### src/design/timer2_pkg.sv
package timer2_pkg;

    // ==========================================================
    // Register map (byte addresses on the plain register port)
    localparam logic [7:0] ADDR_CTRL = 8'hc8;
    localparam logic [7:0] ADDR_CNT_LO = 8'hca;
    localparam logic [7:0] ADDR_CNT_HI = 8'hcb;
    localparam logic [7:0] ADDR_RLD_LO = 8'hcc;
    localparam logic [7:0] ADDR_RLD_HI = 8'hcd;

    // ==========================================================
    // Reset values
    localparam logic [7:0] CTRL_RESET = 8'h00;
    localparam logic [15:0] CNT_RESET = 16'h0000;
    localparam logic [15:0] RLD_RESET = 16'h0000;
    localparam logic [15:0] CNT_MAX = 16'hffff;
    localparam logic [15:0] CNT_ONE = 16'h0001;
    localparam logic [7:0] READ_IDLE = 8'h00;

    // Code address the interrupt controller jumps to for this timer
    localparam logic [7:0] IRQ_VECTOR = 8'h2b;

    // ==========================================================
    // Timing: the system clock is the oscillator
    localparam int OSC_PERIOD_NS = 25;
    localparam int OSC_PER_MC = 12;
    localparam int MIN_PIN_LEVEL_T = 12;
    localparam int MIN_PIN_LEVEL_CYC = (MIN_PIN_LEVEL_T * OSC_PERIOD_NS + OSC_PERIOD_NS - 1)
        / OSC_PERIOD_NS;
    localparam logic [3:0] PH_LAST = 4'(OSC_PER_MC - 1);
    localparam logic [3:0] PH_COUNT = 4'h2;
    localparam logic [3:0] PH_EXT = 4'h3;
    localparam logic [3:0] PH_ZERO = 4'h0;
    localparam logic [3:0] PH_STEP = 4'h1;

    // Serial port modes that take a variable bit clock
    localparam logic [1:0] SER_MODE1 = 2'h1;
    localparam logic [1:0] SER_MODE3 = 2'h3;

    // ==========================================================
    // Types
    typedef enum logic [1:0] {
        MODE_RELOAD = 2'b00,
        MODE_CAPTURE = 2'b01,
        MODE_BAUD = 2'b10
    } mode_e;

    typedef struct packed {
        logic overflow_flag;
        logic external_flag;
        logic receive_clock_select;
        logic transmit_clock_select;
        logic external_edge_enable;
        logic run_bit;
        logic count_source_select;
        logic capture_reload_select;
    } ctrl_s;

    typedef struct packed {
        logic [7:0] addr;
        logic [7:0] wdata;
        logic wr;
        logic rd;
    } reg_req_s;

    function automatic mode_e decode_mode(input ctrl_s c);
        mode_e m;
        m = MODE_RELOAD;
        if (c.receive_clock_select | c.transmit_clock_select) begin
            m = MODE_BAUD;
        end else if (c.capture_reload_select) begin
            m = MODE_CAPTURE;
        end
        return m;
    endfunction : decode_mode

endpackage : timer2_pkg

### src/design/timer2_reload_capture_baud.sv
// Design decision made here: the strobed register port.
`timescale 1ns/1ps
module timer2_reload_capture_baud
    import timer2_pkg::*;
#(
    parameter int PHASES = OSC_PER_MC
) (
    // Clock and reset
    input wire logic sys_clk_in,
    input wire logic rst_b_in,
    // Register port
    input timer2_pkg::reg_req_s reg_req_in,
    output logic [7:0] rd_data_out,
    // Pins
    input wire logic external_count_pin_in,
    input wire logic capture_reload_pin_in,
    // Power and serial port status
    input wire logic osc_stopped_in,
    input wire logic [1:0] serial_mode_in,
    // Requests and bit clocks
    output logic irq_out,
    output logic rx_baud_tick_out,
    output logic tx_baud_tick_out
);
    import timer2_pkg::*;

    if (PHASES != OSC_PER_MC) begin : g_bad_phases
        $error("PHASES must equal the machine cycle length");
    end

    // ==========================================================
    // State
    ctrl_s ctrl_r, ctrl_nxt;
    logic [15:0] count_r, count_nxt;
    logic [15:0] rld_r, rld_nxt;
    logic [3:0] ph_r, ph_nxt;
    logic half_r;
    logic cnt_s1_r, cnt_s2_r, cnt_s3_r;
    logic cap_s1_r, cap_s2_r, cap_s3_r;
    logic cnt_pend_r, cnt_pend_nxt;
    logic cap_pend_r, cap_pend_nxt;
    logic [7:0] rd_data_r;
    logic irq_r;
    logic rx_tick_r, tx_tick_r;

    // ==========================================================
    // Register decode
    wire sel_ctrl = reg_req_in.addr == ADDR_CTRL;
    wire sel_cnt_lo = reg_req_in.addr == ADDR_CNT_LO;
    wire sel_cnt_hi = reg_req_in.addr == ADDR_CNT_HI;
    wire sel_rld_lo = reg_req_in.addr == ADDR_RLD_LO;
    wire sel_rld_hi = reg_req_in.addr == ADDR_RLD_HI;
    wire wr_ctrl = reg_req_in.wr & sel_ctrl;
    wire wr_cnt_lo = reg_req_in.wr & sel_cnt_lo;
    wire wr_cnt_hi = reg_req_in.wr & sel_cnt_hi;
    wire wr_rld_lo = reg_req_in.wr & sel_rld_lo;
    wire wr_rld_hi = reg_req_in.wr & sel_rld_hi;
    wire cnt_wr = wr_cnt_lo | wr_cnt_hi;

    // Counter bytes read back raw; in baud mode they may be mid-update
    wire [7:0] rd_mux = sel_ctrl ? ctrl_r :
                        sel_cnt_lo ? count_r[7:0] :
                        sel_cnt_hi ? count_r[15:8] :
                        sel_rld_lo ? rld_r[7:0] :
                        sel_rld_hi ? rld_r[15:8] :
                        READ_IDLE;
    wire [7:0] rd_nxt = reg_req_in.rd ? rd_mux : READ_IDLE;

    // ==========================================================
    // Mode and timing
    wire mode_e mode = decode_mode(ctrl_r);
    wire is_baud = mode == MODE_BAUD;
    wire is_capture = mode == MODE_CAPTURE;
    wire is_reload = mode == MODE_RELOAD;

    // Phase counter freezes with the oscillator
    wire osc_run = ~osc_stopped_in;
    assign ph_nxt = !osc_run ? ph_r : (ph_r == PH_LAST) ? PH_ZERO : ph_r + PH_STEP;
    wire ph_count = osc_run & (ph_r == PH_COUNT);
    wire ph_ext = osc_run & (ph_r == PH_EXT);

    wire mc_tick = ph_count;
    wire half_tick = osc_run & half_r;
    wire int_tick = is_baud ? half_tick : mc_tick;

    // ==========================================================
    // Pin edge detectors
    wire cnt_fall = cnt_s3_r & ~cnt_s2_r;
    wire cap_fall = cap_s3_r & ~cap_s2_r & ctrl_r.external_edge_enable;
    // Pending edge survives power-down; consumed on next matching phase
    assign cnt_pend_nxt = cnt_fall | (cnt_pend_r & ~ph_count);
    assign cap_pend_nxt = cap_fall | (cap_pend_r & ~ph_ext);
    wire ext_tick = cnt_pend_r & ph_count;
    wire cap_evt = cap_pend_r & ph_ext;

    // ==========================================================
    // Counting
    wire run = ctrl_r.run_bit & osc_run;
    wire tick = run & (ctrl_r.count_source_select ? ext_tick : int_tick);
    wire carry = tick & (count_r == CNT_MAX);
    wire load_rld = run & ((carry & ~is_capture) | (cap_evt & is_reload));
    wire do_capture = run & cap_evt & is_capture;

    always_comb begin
        count_nxt = count_r;
        if (load_rld) begin
            count_nxt = rld_r;
        end else if (tick) begin
            count_nxt = count_r + CNT_ONE;
        end
        // Software byte writes win over the hardware step
        if (wr_cnt_lo) begin
            count_nxt[7:0] = reg_req_in.wdata;
        end
        if (wr_cnt_hi) begin
            count_nxt[15:8] = reg_req_in.wdata;
        end
    end

    always_comb begin
        rld_nxt = rld_r;
        if (wr_rld_lo) begin
            rld_nxt[7:0] = reg_req_in.wdata;
        end
        if (wr_rld_hi) begin
            rld_nxt[15:8] = reg_req_in.wdata;
        end
        // A capture on the same cycle beats a software write
        if (do_capture) begin
            rld_nxt = count_r;
        end
    end

    // ==========================================================
    // Control register and flags; a hardware set beats a clear
    wire ovf_set = carry & ~is_baud;
    always_comb begin
        ctrl_nxt = wr_ctrl ? ctrl_s'(reg_req_in.wdata) : ctrl_r;
        if (ovf_set) begin
            ctrl_nxt.overflow_flag = 1'b1;
        end
        if (cap_evt) begin
            ctrl_nxt.external_flag = 1'b1;
        end
    end

    // ==========================================================
    // Outputs to the interrupt controller and serial port
    wire irq_nxt = ctrl_r.overflow_flag | ctrl_r.external_flag;
    wire ser_var = (serial_mode_in == SER_MODE1) | (serial_mode_in == SER_MODE3);
    wire baud_carry = carry & is_baud & ser_var;
    wire rx_tick_nxt = baud_carry & ctrl_r.receive_clock_select;
    wire tx_tick_nxt = baud_carry & ctrl_r.transmit_clock_select;

    // ==========================================================
    // Flip-flops
    always_ff @(posedge sys_clk_in) begin
        cnt_s1_r <= external_count_pin_in;
        cnt_s2_r <= cnt_s1_r;
        cap_s1_r <= capture_reload_pin_in;
        cap_s2_r <= cap_s1_r;
    end

    always_ff @(posedge sys_clk_in) begin
        if (!rst_b_in) begin
            cnt_s3_r <= 1'b0;
            cap_s3_r <= 1'b0;
            cnt_pend_r <= 1'b0;
            cap_pend_r <= 1'b0;
            ph_r <= PH_ZERO;
            half_r <= 1'b0;
        end else begin
            cnt_s3_r <= cnt_s2_r;
            cap_s3_r <= cap_s2_r;
            cnt_pend_r <= cnt_pend_nxt;
            cap_pend_r <= cap_pend_nxt;
            ph_r <= ph_nxt;
            half_r <= half_r ^ osc_run;
        end
    end

    always_ff @(posedge sys_clk_in) begin
        if (!rst_b_in) begin
            ctrl_r <= ctrl_s'(CTRL_RESET);
            count_r <= CNT_RESET;
            rld_r <= RLD_RESET;
        end else begin
            ctrl_r <= ctrl_nxt;
            count_r <= count_nxt;
            rld_r <= rld_nxt;
        end
    end

    always_ff @(posedge sys_clk_in) begin
        if (!rst_b_in) begin
            rd_data_r <= READ_IDLE;
            irq_r <= 1'b0;
            rx_tick_r <= 1'b0;
            tx_tick_r <= 1'b0;
        end else begin
            rd_data_r <= rd_nxt;
            irq_r <= irq_nxt;
            rx_tick_r <= rx_tick_nxt;
            tx_tick_r <= tx_tick_nxt;
        end
    end

    assign rd_data_out = rd_data_r;
    assign irq_out = irq_r;
    assign rx_baud_tick_out = rx_tick_r;
    assign tx_baud_tick_out = tx_tick_r;

    // ==========================================================
    // Sources, phases and register paths
    wire [7:0] rld_lo_byte = rld_r[7:0];
    wire [7:0] rld_hi_byte = rld_r[15:8];
endmodule : timer2_reload_capture_baud

### config.mk
export PLATFORM = sky130hd
export DESIGN_NAME = timer2_reload_capture_baud
export DESIGN_NICKNAME = d
export VERILOG_FILES = /design/src/design/timer2_pkg.sv /design/src/design/timer2_reload_capture_baud.sv
export SDC_FILE = /design/constraint.sdc
export NUM_CORES = 1
export LEC_CHECK = 0
export BUFFER_PORTS_ARGS = -buffer_cell sky130_fd_sc_hd__buf_2
export CORE_MARGIN = 2
export CORE_UTILIZATION = 40
export DETAILED_ROUTE_END_ITERATION = 10
export SYNTH_ARGS = -nofsm -noshare
export SYNTH_HDL_FRONTEND = slang
export SYNTH_SLANG_ARGS = --single-unit
### constraint.sdc
create_clock -name sys_clk_in -period 3.2 [get_ports sys_clk_in]
set_clock_uncertainty 0.2 [all_clocks]
set_input_delay 0.32 -clock sys_clk_in [delete_from_list [all_inputs] [get_ports sys_clk_in]]
set_output_delay 0.32 -clock sys_clk_in [all_outputs]
set_load 0.03 [all_outputs]
## Word level (Yosys, flattened, before mapping)

Cells that the tools add are included.

| cells by class | value |
|---|---|
| reductions and logical operators | 8 |
| eq/ne operators | 13 |
| bitwise operators | 42 |
| add/sub/neg operators | 2 |
| multiplexer cells | 20 |

Operators by type and width:

| operator | count |
|---|---|
| two-way mux 8 bit | 10 |
| two-way mux 16 bit | 3 |
| equality test 8 bit, second input constant | 5 |
| AND 1 bit | 28 |
| adder 16 x 1 -> 16 bit, second input constant | 1 |
| equality test 16 bit, second input constant | 1 |
| equality test 4 x 2 -> 1 bit, second input constant | 2 |
| nonzero test 2 bit | 4 |
| NOT 1 bit | 7 |
| OR 1 bit | 6 |
| nonzero test 3 bit | 2 |
| two-way mux 1 bit | 5 |
| adder 4 x 1 -> 4 bit, second input constant | 1 |
| equality test 2 x 1 -> 1 bit, second input constant | 2 |
| equality test 2 bit, second input constant | 2 |
| equality test 4 bit, second input constant | 1 |
| two-way mux 4 bit | 1 |
| logical NOT 2 bit | 1 |
| two-way mux 2 bit | 1 |
| AND reduction 2 bit | 1 |
| XOR 1 bit | 1 |

| storage, ports and cells | value |
|---|---|
| output and inout bits | 11 |
| word-level logic and storage cells | 111 |
| bits in registers | 64 |
| bits of input ports | 25 |

## Logic depth before layout (Yosys ltp)

| depth | value |
|---|---|
| depth in word-level cells | 12 |
| gate-level depth with buffers | 10 |
| depth with buffers taken out | 8 |

## Least setup slack after synthesis

Ideal clock, no wire load.

| timing | value |
|---|---|
| path type | register to register |
| from | reg count_r[7] |
| to | reg count_r[7] |
| period minus slack after synthesis | 2.450 ns |
| slack | 0.750 ns |
| setup time | 0.086 ns |
| buffers on the path | 3 |
| data required time | 2.914 ns |
| data arrival time | 2.164 ns |
| cell stages (with the launch flop) | 10 |
| cells stage by stage | dfxtp_1 -> buf_4 -> nand4_2 -> or4_4 -> a2111o_1 -> o22a_1 -> buf_6 -> buf_12 -> mux2i_1 -> a211oi_1 |

| between the ends | value |
|---|---|
| longest elaborated chain between the ends | 7 |
| elaborated cells on any way between the ends | 10 |
| those cells by class | 1 x add/sub; 1 x eq/ne; 3 x mux; 4 x bitwise; 1 x reduce/logical |

RTL lines:

| what | line | text |
|---|---|---|
| start: declaration | timer2_reload_capture_baud.sv:34 | `logic [15:0] count_r, count_nxt;` |
| start signal: assignment | timer2_reload_capture_baud.sv:189 | `count_r <= count_nxt;` |
| branches (longest 7 deep; another with adder 16 x 1 -> 16 bit) | n/a |  |

Parallel ways; which one is timed is not known. The select of a mux whose other input is x is not followed.
A chain may end at the register's enable or synchronous reset.

## Final worst setup path

| timing | value |
|---|---|
| from | reg count_r[8] |
| to | reg count_r[6] |

| between the ends | value |
|---|---|
| longest elaborated chain between the ends | 7 |
| elaborated cells on any way between the ends | 8 |
| those cells by class | 1 x eq/ne; 2 x mux; 4 x bitwise; 1 x reduce/logical |

RTL lines:

| what | line | text |
|---|---|---|
| equality test 16 bit * | timer2_reload_capture_baud.sv:100 | `wire carry = tick & (count_r == CNT_MAX);` |
| AND 1 bit * | timer2_reload_capture_baud.sv:100 |  |
| AND 1 bit * | timer2_reload_capture_baud.sv:101 | `wire load_rld = run & ((carry & ~is_capture) \| (cap_evt & is_reload));` |
| OR 1 bit * | timer2_reload_capture_baud.sv:101 |  |
| AND 1 bit * | timer2_reload_capture_baud.sv:101 |  |
| two-way mux 16 bit | timer2_reload_capture_baud.sv:106 | `if (load_rld) begin` |
| two-way mux 8 bit | timer2_reload_capture_baud.sv:112 | `if (wr_cnt_lo) begin` |

Mark *: on every way between the ends. The rest lies on a longest branch, timed or not.

==> run_results.csv <==
group,metric,value,unit
run_status,status,"finished, final reports clean",
detailed_routing,firstDrtPassIters,5,
layout,final_cells,544,
detailed_routing,drc,0,
clock_network,path_clk_slew,70,ps
critical_path,critPathMaxFanout,17,
floorplan,row_count,33,
critical_path,cp_data_arrival_time,2680,ps
detailed_routing,drt_wl_total,9.59,mm
global_routing,grt_pass1_wl,15.7,mm
timing,timing.fmax,0.379,GHz
layout,fillers,791,
synth,synthFlopType,"dfxtp_1",
synth,synth-edff-count,0,
pwr,p_per_area,427,mW/mm^2
min_path,hold_path.class,"primary input to flip-flop",
detailed_routing,via_per_inst,5.88,
global_routing,overflow,0,
placement,place.gp.congestion,0.869,
critical_path,cp.required,3240,ps
floorplan,die_w,96.1,um
floorplan,die_h,96.1,um
placement,io_buffers,34,
synth,syn_area,0.00339,mm^2
global_routing,antenna_found_initial,0,
timing,tns,0,ps
placement,place_inst,526,
timing,rsz0062_at_grt,"no",
detailed_routing,drt_iter0_drc,228,
timing,final-hold-violation-count,0,
floorplan,start_util,0.413,
detailed_routing,wire_per_inst,17.6,um
layout,fin_nets,463,
timing,fin_crit,2640,ps
clock_network,hold_buffers,2,
clock_network,clk_latency,340,ps
timing,period_share,0.825,
global_routing,grt_max_degree,33,
synth,synth_cell_type_count,60,
floorplan,die_area,0.00923,mm^2
clock_network,cts_root_buf,"clkbuf_8",
timing,max_slew.worst_pin.slew,700,ps
timing,final_max_slew_viol_count,0,
timing,worst_slack,561,ps
critical_path,setup.worst_path.end_class,"flip-flop",
detailed_routing,via_count,3197,
critical_path,critPathLaunchType,"flip-flop",
run,cap_viol_max_count,0,
synth,ys_ff_latch,64,
pwr,p_leak,1.70,nW
pwr,ir_drop,0.000225,V
synth,synthArstFlopShare,0,
detailed_routing,ant_nets,0,
synth,syn_inst,397,
timing,setup_violations,0,
clock_network,clk_path_buf_depth,2,
critical_path,crit_type,"flip-flop to flip-flop",
placement,post-dp-hpwl,6.65,mm
layout,insertedDiodeCount,0,
floorplan,io_pins,36,
layout,syn2layout_area_growth,16.3,%
clock_network,ctsHtreeMaxLevel,3,
synth,synth_fp_nets,426,
layout,final_layout_size_suffix_gt1_frac,0.173,
synth,avgSynthCellArea,8.54,um^2
global_routing,gr-usage-all-layers,0.223,
placement,dpl_worst_slack,623,ps
clock_network,cts_tree,"built",
timing,slew_headroom,0.532,
clock_network,cts_buffers,9,
clock_network,cts_sinks,64,
synth,yosysWarnings,0,
clock_network,post-cts-setup-buffers,0,
clock_network,postCtsResizedCells,0,
floorplan,core_area,0.00822,mm^2
global_routing,grt_pass1_vias,3135,
pwr,total_power,1.68,mW
synth,ys_seq_area_frac,0.378,
[sequential cells by signal, summed over array words and instances, names as in the netlist, 4 cells and up]
name,flops
rld_r,16
ph_r,4
count_r,16
ctrl_r,8
rd_data_out,8
[final cells by class]
type | count | area (um^2) | area share
multi-input combinational | 300 | 1950 | 0.496
sequential | 64 | 1280 | 0.325
timing repair buffer | 51 | 315 | 0.0800
clock buffer | 11 | 151 | 0.0384
tap | 105 | 131 | 0.0333
clock inverter | 5 | 78.8 | 0.0200
inverter | 8 | 30.0 | 0.00762
[path summary, 6_finish.rpt]
kind / from / end / slack, ps / cells after the start
worst max-delay path: count_r[8] / count_r[6] / 560 / 7
worst min-delay path: reg_req_in[7] / ctrl_r[5] / 90 / 3
worst max register to register: count_r[8] / count_r[6] / 560 / 7
worst min register to register: cap_s1_r / cap_s2_r / 130 / 0
[placed cells by master (no fill, tap or decap), types with 8 or more instances in the layout]
| master | netlist | layout |
|---|---|---|
| a22oi_1 | 8 | 8 |
| xnor2_1 | 11 | 11 |
| a211oi_1 | 10 | 10 |
| buf_4 | 2 | 14 |
| mux2i_1 | 17 | 17 |
| a21oi_1 | 11 | 11 |
| dfxtp_1 | 64 | 64 |
| nand2_1 | 54 | 54 |
| and2_1 | 8 | 8 |
| nor3_1 | 14 | 14 |
| nand3_1 | 43 | 43 |
| clkbuf_8 | 0 | 11 |
| a21boi_1 | 9 | 9 |
| nor2_1 | 11 | 11 |
| o211a_1 | 16 | 16 |
| o21ai_0 | 17 | 17 |
| buf_2 | 0 | 34 |
[per-layer routing]
layer / vias up / share of wire / GRT usage
met1: 1526 / 0.46 / 0.297
met2: 113 / 0.46 / 0.356
met5: - / 0 / 0
li1: 1540 / - / -
met3: 18 / 0.062 / 0.0454
met4: 0 / 0.020 / 0.0833
[cell usage after synthesis (9+ instances only)]
library cell | count | area [um^2]
a211oi_1 | 10 | 75.1
a21boi_1 | 9 | 67.6
a21oi_1 | 11 | 55.1
clkbuf_1 | 20 | 75.1
dfxtp_1 | 64 | 1280
mux2i_1 | 17 | 170
nand2_1 | 54 | 203
nand3_1 | 43 | 215
nor2_1 | 11 | 41.3
nor3_1 | 14 | 70.1
o211a_1 | 16 | 160
o21ai_0 | 17 | 85.1
xnor2_1 | 11 | 96.3
[power breakdown]
| group | switching (mW) | internal (mW) | total, mW |
|---|---|---|---|
| registers | 0.00491 | 0.805 | 0.810 |
| logic | 0.0482 | 0.0294 | 0.0775 |
| clock network | 0.315 | 0.480 | 0.794 |
[critical path, cell delays in order (launching register included)]
cell,delay (ps)
dfxtp_1,510
nand4_2,160
or4_4,560
a2111o_1,360
o22a_1,200
buf_12,170
mux2i_1,120
a211oi_1,250
[cells by family (layout without fill, tap and decap cells)]
logic type,count (synthesis),in the layout,synth area share
flip-flops,64,64,0.378
AND/OR/NAND/NOR,166,166,0.253
adder cells (fa/ha/maj),4,4,0.0148
buffers and inverters,33,75,0.0458
multiplexers,17,17,0.0502
XOR/XNOR,13,13,0.0336
AO/OA/AOI/OAI,100,100,0.224
[per-stage QoR]
stage          hold slack [ps]  utilization  area, um^2
2_1_floorplan              110            -        3390
4_1_cts                   76.2        0.480        3940
5_1_grt                    102        0.480        3940
3_5_place_dp               116        0.449        3690
6_report                  90.5        0.480        3940
3_3_place_gp               113        0.449        3690
Power figures use the tool's default switching activity.
